File: config.mk
export PLATFORM = sky130hd
export DESIGN_NAME = jlc_link_config
export DESIGN_NICKNAME = d
export VERILOG_FILES = /design/src/hdl/jlc_pkg.sv /design/src/hdl/jlc_err_counter.sv /design/src/hdl/jlc_ramp_check.sv /design/src/hdl/jlc_link_config.sv
export SDC_FILE = /design/constraint.sdc
export NUM_CORES = 1
export LEC_CHECK = 0
export ABC_AREA = 1
export BUFFER_PORTS_ARGS = -buffer_cell sky130_fd_sc_hd__buf_2
export CORE_MARGIN = 1
export CORE_UTILIZATION = 30
export CTS_CLUSTER_SIZE = 28
export DETAILED_ROUTE_END_ITERATION = 7
export HOLD_SLACK_MARGIN = 0.06
export REMOVE_ABC_BUFFERS = 1
export SETUP_SLACK_MARGIN = 0.5
export SYNTH_ARGS = -nofsm -noshare
export SYNTH_HDL_FRONTEND = slang
export SYNTH_SLANG_ARGS = --single-unit
export TNS_END_PERCENT = 1
File: constraint.sdc
create_clock -name clock -period 2.9 [get_ports clock]
set_input_delay 0.29 -clock clock [delete_from_list [all_inputs] [get_ports clock]]
set_output_delay 0.29 -clock clock [all_outputs]
set_load 0.02 [all_outputs]
File: src/hdl/jlc_pkg.sv
// Constants for the link error, lane and constant-output configuration block
package jlc_pkg;
    localparam int   ADDR_W    = 12;
    localparam int   DATA_W    = 8;
    localparam int   LANES     = 8;
    localparam int   CNT_W     = 8;
    // Register offsets
    localparam logic [11:0] OFF_SYNC_MASK   = 12'h47b;
    localparam logic [11:0] OFF_THRESHOLD   = 12'h47c;
    localparam logic [11:0] OFF_LANE_EN     = 12'h47d;
    localparam logic [11:0] OFF_RAMP_CHECK  = 12'h47e;
    localparam logic [11:0] OFF_TEST_CTRL   = 12'h520;
    localparam logic [11:0] OFF_VALUE_LOW   = 12'h521;
    localparam logic [11:0] OFF_VALUE_HIGH  = 12'h522;
    localparam logic [11:0] OFF_IRQ_STATUS  = 12'h530;
    localparam logic [11:0] OFF_IRQ_MASK    = 12'h531;
    localparam logic [11:0] OFF_LANE_STATUS = 12'h532;
    localparam logic [11:0] OFF_CNT_CLEAR   = 12'h533;
    // Reset values
    localparam logic [7:0] RST_THRESHOLD  = 8'hff;
    localparam logic [7:0] RST_LANE_EN    = 8'h0f;
    localparam logic [7:0] RST_SYNC_MASK  = 8'h08;
    localparam logic [7:0] RST_TEST_CTRL  = 8'h1c;
    localparam logic [7:0] RST_ZERO       = 8'h00;
    // Field positions
    localparam int BIT_SYNC_BADDISP  = 7;
    localparam int BIT_SYNC_NOTABLE  = 6;
    localparam int BIT_SYNC_UNEXPCTL = 5;
    localparam int BIT_MISMATCH_FLAG = 4;
    localparam int BIT_MISMATCH_EN   = 3;
    localparam int BIT_CONST_TEST    = 1;
    localparam int BIT_RAMP_EN       = 0;
    localparam int BIT_IRQ_BADDISP   = 0;
    localparam int BIT_IRQ_NOTABLE   = 1;
    localparam int BIT_IRQ_UNEXPCTL  = 2;
    localparam int BIT_IRQ_MISMATCH  = 3;
    localparam int BIT_IRQ_RAMPFAIL  = 4;
    localparam int IRQ_W             = 5;
    // Ramp check states
    typedef enum logic [3:0] {
        RAMP_IDLE  = 4'b0001,
        RAMP_WAIT1 = 4'b0010,
        RAMP_WAIT2 = 4'b0100,
        RAMP_DONE  = 4'b1000
    } jlc_ramp_type;
    localparam logic [7:0] RAMP_FIRST  = 8'h00;
    localparam logic [7:0] RAMP_SECOND = 8'h01;
    localparam logic [7:0] RAMP_THIRD  = 8'h02;
endpackage : jlc_pkg

File: src/hdl/jlc_err_counter.sv
// Saturating per-lane error counter with threshold compare
module jlc_err_counter #(
    parameter int CNT_W = 8
) (
    input  wire logic             clock,
    input  wire logic             nrst,
    input  wire logic             enable,
    input  wire logic             clear,
    input  wire logic             errorPulse,
    input  wire logic [CNT_W-1:0] threshold,
    output logic                  reached
);
    logic [CNT_W-1:0] count_reg;

    if (CNT_W < 1) begin : gBadWidth
        $error("CNT_W must be positive");
    end

    always_ff @(posedge clock or negedge nrst) begin
        if (!nrst) begin
            count_reg <= '0;
        end else if (clear || !enable) begin
            count_reg <= '0;
        end else if (errorPulse && count_reg != '1) begin
            count_reg <= count_reg + 1'b1;
        end
    end

    assign reached = enable && (count_reg >= threshold);
endmodule : jlc_err_counter

File: src/hdl/jlc_ramp_check.sv
// Initial lane alignment ramp checker for one lane
module jlc_ramp_check (
    input  wire logic       clock,
    input  wire logic       nrst,
    input  wire logic       checkEnable,
    input  wire logic       alignStart,
    input  wire logic       dataValid,
    input  wire logic [7:0] alignData,
    output logic            rampFail,
    output logic            rampPass
);
    jlc_pkg::jlc_ramp_type state_reg;
    logic                  fail_reg;

    always_ff @(posedge clock or negedge nrst) begin
        if (!nrst) begin
            state_reg <= jlc_pkg::RAMP_IDLE;
            fail_reg  <= 1'b0;
        end else if (alignStart) begin
            fail_reg  <= 1'b0;
            state_reg <= jlc_pkg::RAMP_IDLE;
        end else if (dataValid) begin
            case (state_reg)
                jlc_pkg::RAMP_IDLE: begin
                    // Only record while checking, so enabling later
                    // never revives a stale failure
                    fail_reg  <= checkEnable &&
                                 alignData != jlc_pkg::RAMP_FIRST;
                    state_reg <= jlc_pkg::RAMP_WAIT1;
                end
                jlc_pkg::RAMP_WAIT1: begin
                    if (checkEnable && alignData != jlc_pkg::RAMP_SECOND)
                        fail_reg <= 1'b1;
                    state_reg <= jlc_pkg::RAMP_WAIT2;
                end
                jlc_pkg::RAMP_WAIT2: begin
                    if (checkEnable && alignData != jlc_pkg::RAMP_THIRD)
                        fail_reg <= 1'b1;
                    state_reg <= jlc_pkg::RAMP_DONE;
                end
                jlc_pkg::RAMP_DONE: state_reg <= jlc_pkg::RAMP_DONE;
                default: state_reg <= jlc_pkg::RAMP_IDLE;
            endcase
        end
    end

    // Disabled check accepts any content
    assign rampFail = checkEnable && fail_reg;
    assign rampPass = (state_reg == jlc_pkg::RAMP_DONE) && !rampFail;
endmodule : jlc_ramp_check

File: src/hdl/jlc_link_config.sv
// Link error threshold, lane enable, ramp check and constant output block
// Operation
// - Mismatch interrupt enable clear blocks mismatch interrupts; resets to 1.
// - With mismatch interrupt enable set, a mismatch raises an interrupt.
// - Three error kinds count apart against an 8-bit threshold, reset 0xff.
// - A count at threshold raises an interrupt, a sync request or both.
// - Every enabled lane counts and compares alike against one shared threshold; disabled lanes hold zero.
// - An 8-bit lane enable field, bit x for lane x, resets to lanes 0 to 3.
// - With ramp check clear (its reset state) alignment data is not checked.
// - Ramp check set: alignment data must be 00, 01, 02 or start-up fails.
// - Constant test gives both converters a 16-bit value from two registers.
module jlc_link_config #(
    parameter int LANES = jlc_pkg::LANES,
    parameter int CNT_W = jlc_pkg::CNT_W
) (
    input  wire logic                 clock,
    input  wire logic                 nrst,
    input  wire logic [11:0]          regAddr,
    input  wire logic [7:0]           regWdata,
    input  wire logic                 regWrite,
    input  wire logic                 regRead,
    output logic      [7:0]           regRdata,
    input  wire logic [LANES-1:0]     badDisparity,
    input  wire logic [LANES-1:0]     notInTable,
    input  wire logic [LANES-1:0]     unexpectedControl,
    input  wire logic                 configMismatch,
    input  wire logic                 alignStart,
    input  wire logic [LANES-1:0]     alignValid,
    input  wire logic [LANES*8-1:0]   alignData,
    input  wire logic [15:0]          sampleData0,
    input  wire logic [15:0]          sampleData1,
    output logic      [LANES-1:0]     laneActive,
    output logic      [LANES-1:0]     syncRequestOut,
    output logic                      rampFailed,
    output logic                      startupAllowed,
    output logic      [15:0]          dacData0,
    output logic      [15:0]          dacData1,
    output logic                      irq
);
    localparam int IRQ_WL = jlc_pkg::IRQ_W;

    logic [7:0]       threshold_reg;
    logic [7:0]       link_lane_enable_reg;
    logic [7:0]       syncMask_reg;
    logic             rampEnable_reg;
    logic [7:0]       testCtrl_reg;
    logic [7:0]       valueLow_reg;
    logic [7:0]       valueHigh_reg;
    logic [IRQ_WL-1:0] irqStatus_reg;
    logic [IRQ_WL-1:0] irqMask_reg;
    logic             counterClear_reg;
    logic             mismatchPrev_reg;
    logic             mismatchFlag_reg;
    logic [7:0]       regRdata_next;
    logic [LANES-1:0] hitBad;
    logic [LANES-1:0] hitNit;
    logic [LANES-1:0] hitUcc;
    logic [LANES-1:0] laneRampFail;
    logic [LANES-1:0] laneRampPass;
    logic [IRQ_WL-1:0] irqEvents;
    logic             mismatchRise;
    logic             wrSync;

    if (LANES < 1 || LANES > 8) begin : gBadLanes
        $error("LANES must be 1 to 8");
    end
    if (CNT_W != 8) begin : gBadWidth
        $error("CNT_W must match the 8-bit threshold");
    end

    // Per-lane counters share one threshold
    genvar g;
    generate
        for (g = 0; g < LANES; g++) begin : gLane
            jlc_err_counter #(.CNT_W(CNT_W)) uBad (
                .clock      (clock),
                .nrst       (nrst),
                .enable     (link_lane_enable_reg[g]),
                .clear      (counterClear_reg),
                .errorPulse (badDisparity[g]),
                .threshold  (threshold_reg),
                .reached    (hitBad[g])
            );
            jlc_err_counter #(.CNT_W(CNT_W)) uNit (
                .clock      (clock),
                .nrst       (nrst),
                .enable     (link_lane_enable_reg[g]),
                .clear      (counterClear_reg),
                .errorPulse (notInTable[g]),
                .threshold  (threshold_reg),
                .reached    (hitNit[g])
            );
            jlc_err_counter #(.CNT_W(CNT_W)) uUcc (
                .clock      (clock),
                .nrst       (nrst),
                .enable     (link_lane_enable_reg[g]),
                .clear      (counterClear_reg),
                .errorPulse (unexpectedControl[g]),
                .threshold  (threshold_reg),
                .reached    (hitUcc[g])
            );
            jlc_ramp_check uRamp (
                .clock       (clock),
                .nrst        (nrst),
                .checkEnable (rampEnable_reg),
                .alignStart  (alignStart),
                .dataValid   (alignValid[g] && link_lane_enable_reg[g]),
                .alignData   (alignData[g*8 +: 8]),
                .rampFail    (laneRampFail[g]),
                .rampPass    (laneRampPass[g])
            );
        end
    endgenerate

    assign laneActive = link_lane_enable_reg[LANES-1:0];
    assign wrSync = regWrite && regAddr == jlc_pkg::OFF_SYNC_MASK;

    // Sync request per lane, gated by the sync masks
    always_ff @(posedge clock or negedge nrst) begin
        if (!nrst) begin
            syncRequestOut <= '0;
        end else begin
            syncRequestOut <=
                (hitBad & {LANES{syncMask_reg[jlc_pkg::BIT_SYNC_BADDISP]}})
              | (hitNit & {LANES{syncMask_reg[jlc_pkg::BIT_SYNC_NOTABLE]}})
              | (hitUcc & {LANES{syncMask_reg[jlc_pkg::BIT_SYNC_UNEXPCTL]}});
        end
    end

    // Ramp result; a failed lane blocks start-up
    always_ff @(posedge clock or negedge nrst) begin
        if (!nrst) begin
            rampFailed     <= 1'b0;
            startupAllowed <= 1'b0;
        end else begin
            rampFailed     <= |laneRampFail;
            startupAllowed <= !(|laneRampFail) &&
                ((laneRampPass & link_lane_enable_reg[LANES-1:0]) ==
                 link_lane_enable_reg[LANES-1:0]);
        end
    end

    // Mismatch edge only latches while enabled
    assign mismatchRise = configMismatch && !mismatchPrev_reg;

    always_ff @(posedge clock or negedge nrst) begin
        if (!nrst) begin
            mismatchPrev_reg <= 1'b0;
            mismatchFlag_reg <= 1'b0;
        end else begin
            mismatchPrev_reg <= configMismatch;
            if (mismatchRise && syncMask_reg[jlc_pkg::BIT_MISMATCH_EN]) begin
                mismatchFlag_reg <= 1'b1;
            end else if (wrSync && regWdata[jlc_pkg::BIT_MISMATCH_FLAG]) begin
                mismatchFlag_reg <= 1'b0;
            end
        end
    end

    always_comb begin
        irqEvents = '0;
        irqEvents[jlc_pkg::BIT_IRQ_BADDISP]  = |hitBad;
        irqEvents[jlc_pkg::BIT_IRQ_NOTABLE]  = |hitNit;
        irqEvents[jlc_pkg::BIT_IRQ_UNEXPCTL] = |hitUcc;
        irqEvents[jlc_pkg::BIT_IRQ_MISMATCH] =
            mismatchRise && syncMask_reg[jlc_pkg::BIT_MISMATCH_EN];
        irqEvents[jlc_pkg::BIT_IRQ_RAMPFAIL] = |laneRampFail;
    end

    // Sticky status; a new event beats a write-one clear
    always_ff @(posedge clock or negedge nrst) begin
        if (!nrst) begin
            irqStatus_reg <= '0;
        end else if (regWrite && regAddr == jlc_pkg::OFF_IRQ_STATUS) begin
            irqStatus_reg <= (irqStatus_reg & ~regWdata[IRQ_WL-1:0])
                           | irqEvents;
        end else begin
            irqStatus_reg <= irqStatus_reg | irqEvents;
        end
    end

    assign irq = |(irqStatus_reg & irqMask_reg);

    // Software registers
    always_ff @(posedge clock or negedge nrst) begin
        if (!nrst) begin
            threshold_reg  <= jlc_pkg::RST_THRESHOLD;
            link_lane_enable_reg <= jlc_pkg::RST_LANE_EN;
            syncMask_reg   <= jlc_pkg::RST_SYNC_MASK;
            rampEnable_reg <= 1'b0;
            testCtrl_reg   <= jlc_pkg::RST_TEST_CTRL;
            valueLow_reg   <= jlc_pkg::RST_ZERO;
            valueHigh_reg  <= jlc_pkg::RST_ZERO;
            irqMask_reg    <= '0;
        end else if (regWrite) begin
            case (regAddr)
                jlc_pkg::OFF_THRESHOLD:  threshold_reg  <= regWdata;
                jlc_pkg::OFF_LANE_EN:    link_lane_enable_reg <= regWdata;
                jlc_pkg::OFF_SYNC_MASK:  syncMask_reg   <= regWdata & 8'he8;
                jlc_pkg::OFF_RAMP_CHECK:
                    rampEnable_reg <= regWdata[jlc_pkg::BIT_RAMP_EN];
                // Upper bits stored as written; software keeps defaults
                jlc_pkg::OFF_TEST_CTRL:  testCtrl_reg   <= regWdata;
                jlc_pkg::OFF_VALUE_LOW:  valueLow_reg   <= regWdata;
                jlc_pkg::OFF_VALUE_HIGH: valueHigh_reg  <= regWdata;
                jlc_pkg::OFF_IRQ_MASK:
                    irqMask_reg <= regWdata[IRQ_WL-1:0];
                default: ;
            endcase
        end
    end

    always_ff @(posedge clock or negedge nrst) begin
        if (!nrst) begin
            counterClear_reg <= 1'b0;
        end else begin
            counterClear_reg <= regWrite &&
                regAddr == jlc_pkg::OFF_CNT_CLEAR && regWdata[0];
        end
    end

    // Constant test replaces samples on both converters
    always_ff @(posedge clock or negedge nrst) begin
        if (!nrst) begin
            dacData0 <= '0;
            dacData1 <= '0;
        end else if (testCtrl_reg[jlc_pkg::BIT_CONST_TEST]) begin
            dacData0 <= {valueHigh_reg, valueLow_reg};
            dacData1 <= {valueHigh_reg, valueLow_reg};
        end else begin
            dacData0 <= sampleData0;
            dacData1 <= sampleData1;
        end
    end

    // Read mux; unmapped reads give zero
    always_comb begin
        regRdata_next = '0;
        case (regAddr)
            jlc_pkg::OFF_SYNC_MASK: begin
                regRdata_next = syncMask_reg;
                regRdata_next[jlc_pkg::BIT_MISMATCH_FLAG] = mismatchFlag_reg;
            end
            jlc_pkg::OFF_THRESHOLD:  regRdata_next = threshold_reg;
            jlc_pkg::OFF_LANE_EN:    regRdata_next = link_lane_enable_reg;
            jlc_pkg::OFF_RAMP_CHECK: regRdata_next = {7'h00, rampEnable_reg};
            jlc_pkg::OFF_TEST_CTRL:  regRdata_next = testCtrl_reg;
            jlc_pkg::OFF_VALUE_LOW:  regRdata_next = valueLow_reg;
            jlc_pkg::OFF_VALUE_HIGH: regRdata_next = valueHigh_reg;
            jlc_pkg::OFF_IRQ_STATUS:
                regRdata_next[IRQ_WL-1:0] = irqStatus_reg;
            jlc_pkg::OFF_IRQ_MASK:
                regRdata_next[IRQ_WL-1:0] = irqMask_reg;
            jlc_pkg::OFF_LANE_STATUS:
                regRdata_next[LANES-1:0] = hitBad | hitNit | hitUcc;
            default: regRdata_next = '0;
        endcase
    end

    always_ff @(posedge clock or negedge nrst) begin
        if (!nrst) begin
            regRdata <= '0;
        end else if (regRead) begin
            regRdata <= regRdata_next;
        end else begin
            regRdata <= '0;
        end
    end
endmodule : jlc_link_config

==> impl_metrics.ini <==
[final_layout]
nFillCells = 7635
area_growth_pct = 19.5
ff_latch_area_um2 = 8540
postLayoutCellArea_um2 = 26400
fin_util_pct = 36.2
final_cells = 4242
layout-drive-gt1-share_pct = 12.8
nets = 3619
multi_input_area_um2 = 11500

[grt]
grt_max_degree = 71
grt_usage_pct = 16.7
antenna_found_initial = 3
grt_pass1_wl_um = 99600
grt-ovfl-total = 0
grt_pass1_vias = 18900

[drt]
routed_wl_um = 62200
drt_iter0_markers = 1317
via_count = 20200
avgViaCountPerCell = 4.75
first_pass_iters = 7
wl_per_cell_um = 14.7
ant_nets = 0
drc = 0

[pwr]
power.density_nw_per_um2 = 412
intPower_mw = 8.25
vdd_drop_max_v = 0.000358
pwr-share-comb_pct = 5.5
p_sw_share_pct = 24.1
clock_power_share_pct = 50.3
p_sw_mw = 2.62
power.leakage_nw = 13.3
p_seq_share_pct = 44.2

[synthesis]
synth_top_family_by_area = simple AND/OR/NAND/NOR gates
ys_ff_latch = 340
yosysMostFrequentCell = nand2_1
synth_top_area_cell = dfrtp_1
synth_common_cells = nand2_1, inv_1, dfrtp_1
synth.cell_area_um2 = 22100
ys.flop_type = dfrtp_1
syn_inst = 2957
seq_area_frac_synth_pct = 38.7
synth_fa_ha_area_share_pct = 12.2
synth-edff-count = 0
postSynthAreaPerCell_um2 = 7.46
synth.area.mux_share_pct = 0
synth.area.top_cells = dfrtp_1, ha_1, nand2_1
synth_top_area_share_pct = 35.8
synth_xor_area_share_pct = 0.397
yosysWarnings = 0
synth.distinct_cells = 53
postSynth.asyncResetShare_pct = 100
synthSimpleGateAreaFrac_pct = 27.1
synth_compound_area_share_pct = 12.4

[sta]
worstMarginPinSlew_ns = 0.884
fin_crit_sh_pct = 78.4
rsz0062_at_grt = true
finalSetupViolCount = 0
fin_skew_ns = 0.0395
fmax_mhz = 440
holdWs_ns = 0.0846
slew_viol_final = 0
min_period_ns = 2.27
setup_tns_ns = 0
hold_viol = 0
maxSlewHeadroom_pct = 41.1

[worst_setup_path]
path_class = register to register
crit_required_ns = 3.36
critical_path.max_fanout = 11
crit_path_end_kind = register
cp-start-kind = register
worst_ep_arrival_time_ns = 2.74

[run]
drv_cap = 0

[placement]
placed_area_um2 = 24400
place.gp.congestion = 0.850
place_hpwl_um = 46900
io_buffers = 212
dp_cells = 4114

[clock_tree]
clkLatencyLatePin_ns = 0.60
cts_root_buffer = clkbuf_16
tritoncts = yes
clk_path_buf_depth = 3
cts_sinks = 340
cts.clk_slew.worst_paths_ns = 0.06
htree_levels = 2
cts_buffers = 42

[die]
die_w_um = 273
num_rows = 99
fp.coreArea_um2 = 72800
initial_core_util_pct = 30.3
ios = 213
die_y_um = 273
dieArea_um2 = 74700

[min_path]
hold_path.class = input pin to register

[outcome]
run_status = completed
-- worst max-delay path: stages (launching register included) --
cell and delay, ns:
dfstp_4 0.74, buf_4 0.27, ha_1 0.27, nand2_1 0.06, nand3_1 0.07, nand2_1 0.06
nand2_1 0.05, nand2_1 0.05, nand2_1 0.05, nand2_1 0.09, inv_1 0.10, nor3_4 0.25
nand2_1 0.07
-- layout by cell type, fill, tap and decap left out, types with 39 or more instances in the layout --
master         count
clkbuf_16         42
buf_2            211
inv_1            442
buf_4             39
nand2_1          715
nand4_1           61
nand3_1          242
a21oi_1          173
dlygate4sd3_1     48
o21ai_0          180
nor2_1           267
ha_1             216
dfrtp_1          316
-- power by group through the flow --
| stage | Combinational (mW) | Sequential [mW] | Clock [mW] |
|---|---|---|---|
| 3_3_place_gp | 0.557 | 4.88 | 0 |
| 6_report | 0.601 | 4.80 | 5.46 |
| 2_1_floorplan | 0.175 | 4.92 | 0 |
| 5_1_grt | 0.672 | 4.80 | 5.79 |
| 3_5_place_dp | 0.557 | 4.88 | 0 |
| 4_1_cts | 0.612 | 4.80 | 5.62 |
-- kinds of logic after synthesis --
logic type,count (synthesis)
AO/OA/AOI/OAI,491
XOR/XNOR,10
adder cells (fa/ha/maj),216
buffers and inverters,512
flip-flops,340
AND/OR/NAND/NOR,1388
-- stage by stage --
| step | power (mW) | setup WS [ns] |
|---|---|---|
| final | 10.9 | 0.626 |
| after global routing | 11.3 | 0.499 |
| after CTS | 11.0 | 0.521 |
| after detailed placement | 5.44 | 0.415 |
| after global placement | 5.44 | 0.494 |
| after floorplan | 5.09 | 0.946 |
-- final timing paths --
check                           slack [ns]                          end  depth (start not counted)             start
worst max-delay path                  0.63             irqStatus_reg[0]                         12  threshold_reg[0]
worst min-delay path                  0.08   gLane[3].uBad.count_reg[1]                          4   badDisparity[3]
worst max register to register        0.63             irqStatus_reg[0]                         12  threshold_reg[0]
worst min register to register        0.47             threshold_reg[5]                          2  threshold_reg[5]
max in group asynchronous             1.81   gLane[7].uUcc.count_reg[7]                          3              nrst
min in group asynchronous             0.28  gLane[4].uRamp.state_reg[2]                          2              nrst
-- layer usage --
metal | track usage, % | wire length [um]
met3 | 2.96 | 3430
met5 | 0 | 0
met4 | 4.47 | 1410
met2 | 27.3 | 28600
met1 | 22.5 | 28700
-- cell type report --
| class | instances | area share [%] |
|---|---|---|
| Antenna cell | 1 | 0.00949 |
| Clock buffer | 61 | 4.67 |
| Clock inverter | 16 | 0.788 |
| Inverter | 456 | 6.52 |
| Multi-Input combinational cell | 2105 | 43.7 |
| Sequential cell | 340 | 32.4 |
| Tap cell | 959 | 4.55 |
| Timing Repair Buffer | 304 | 7.37 |
-- timing repair --
item                                    in CTS  in global routing
hold buffers                                48                  0
resized for setup                            1                  3
hold endpoints to repair                   119                  0
setup buffers                                0                  2
pin swaps                                    0                  0
gates cloned                                 0                  0
endpoints found under the setup margin       1                  7
(Power assumes the default switching activity.)
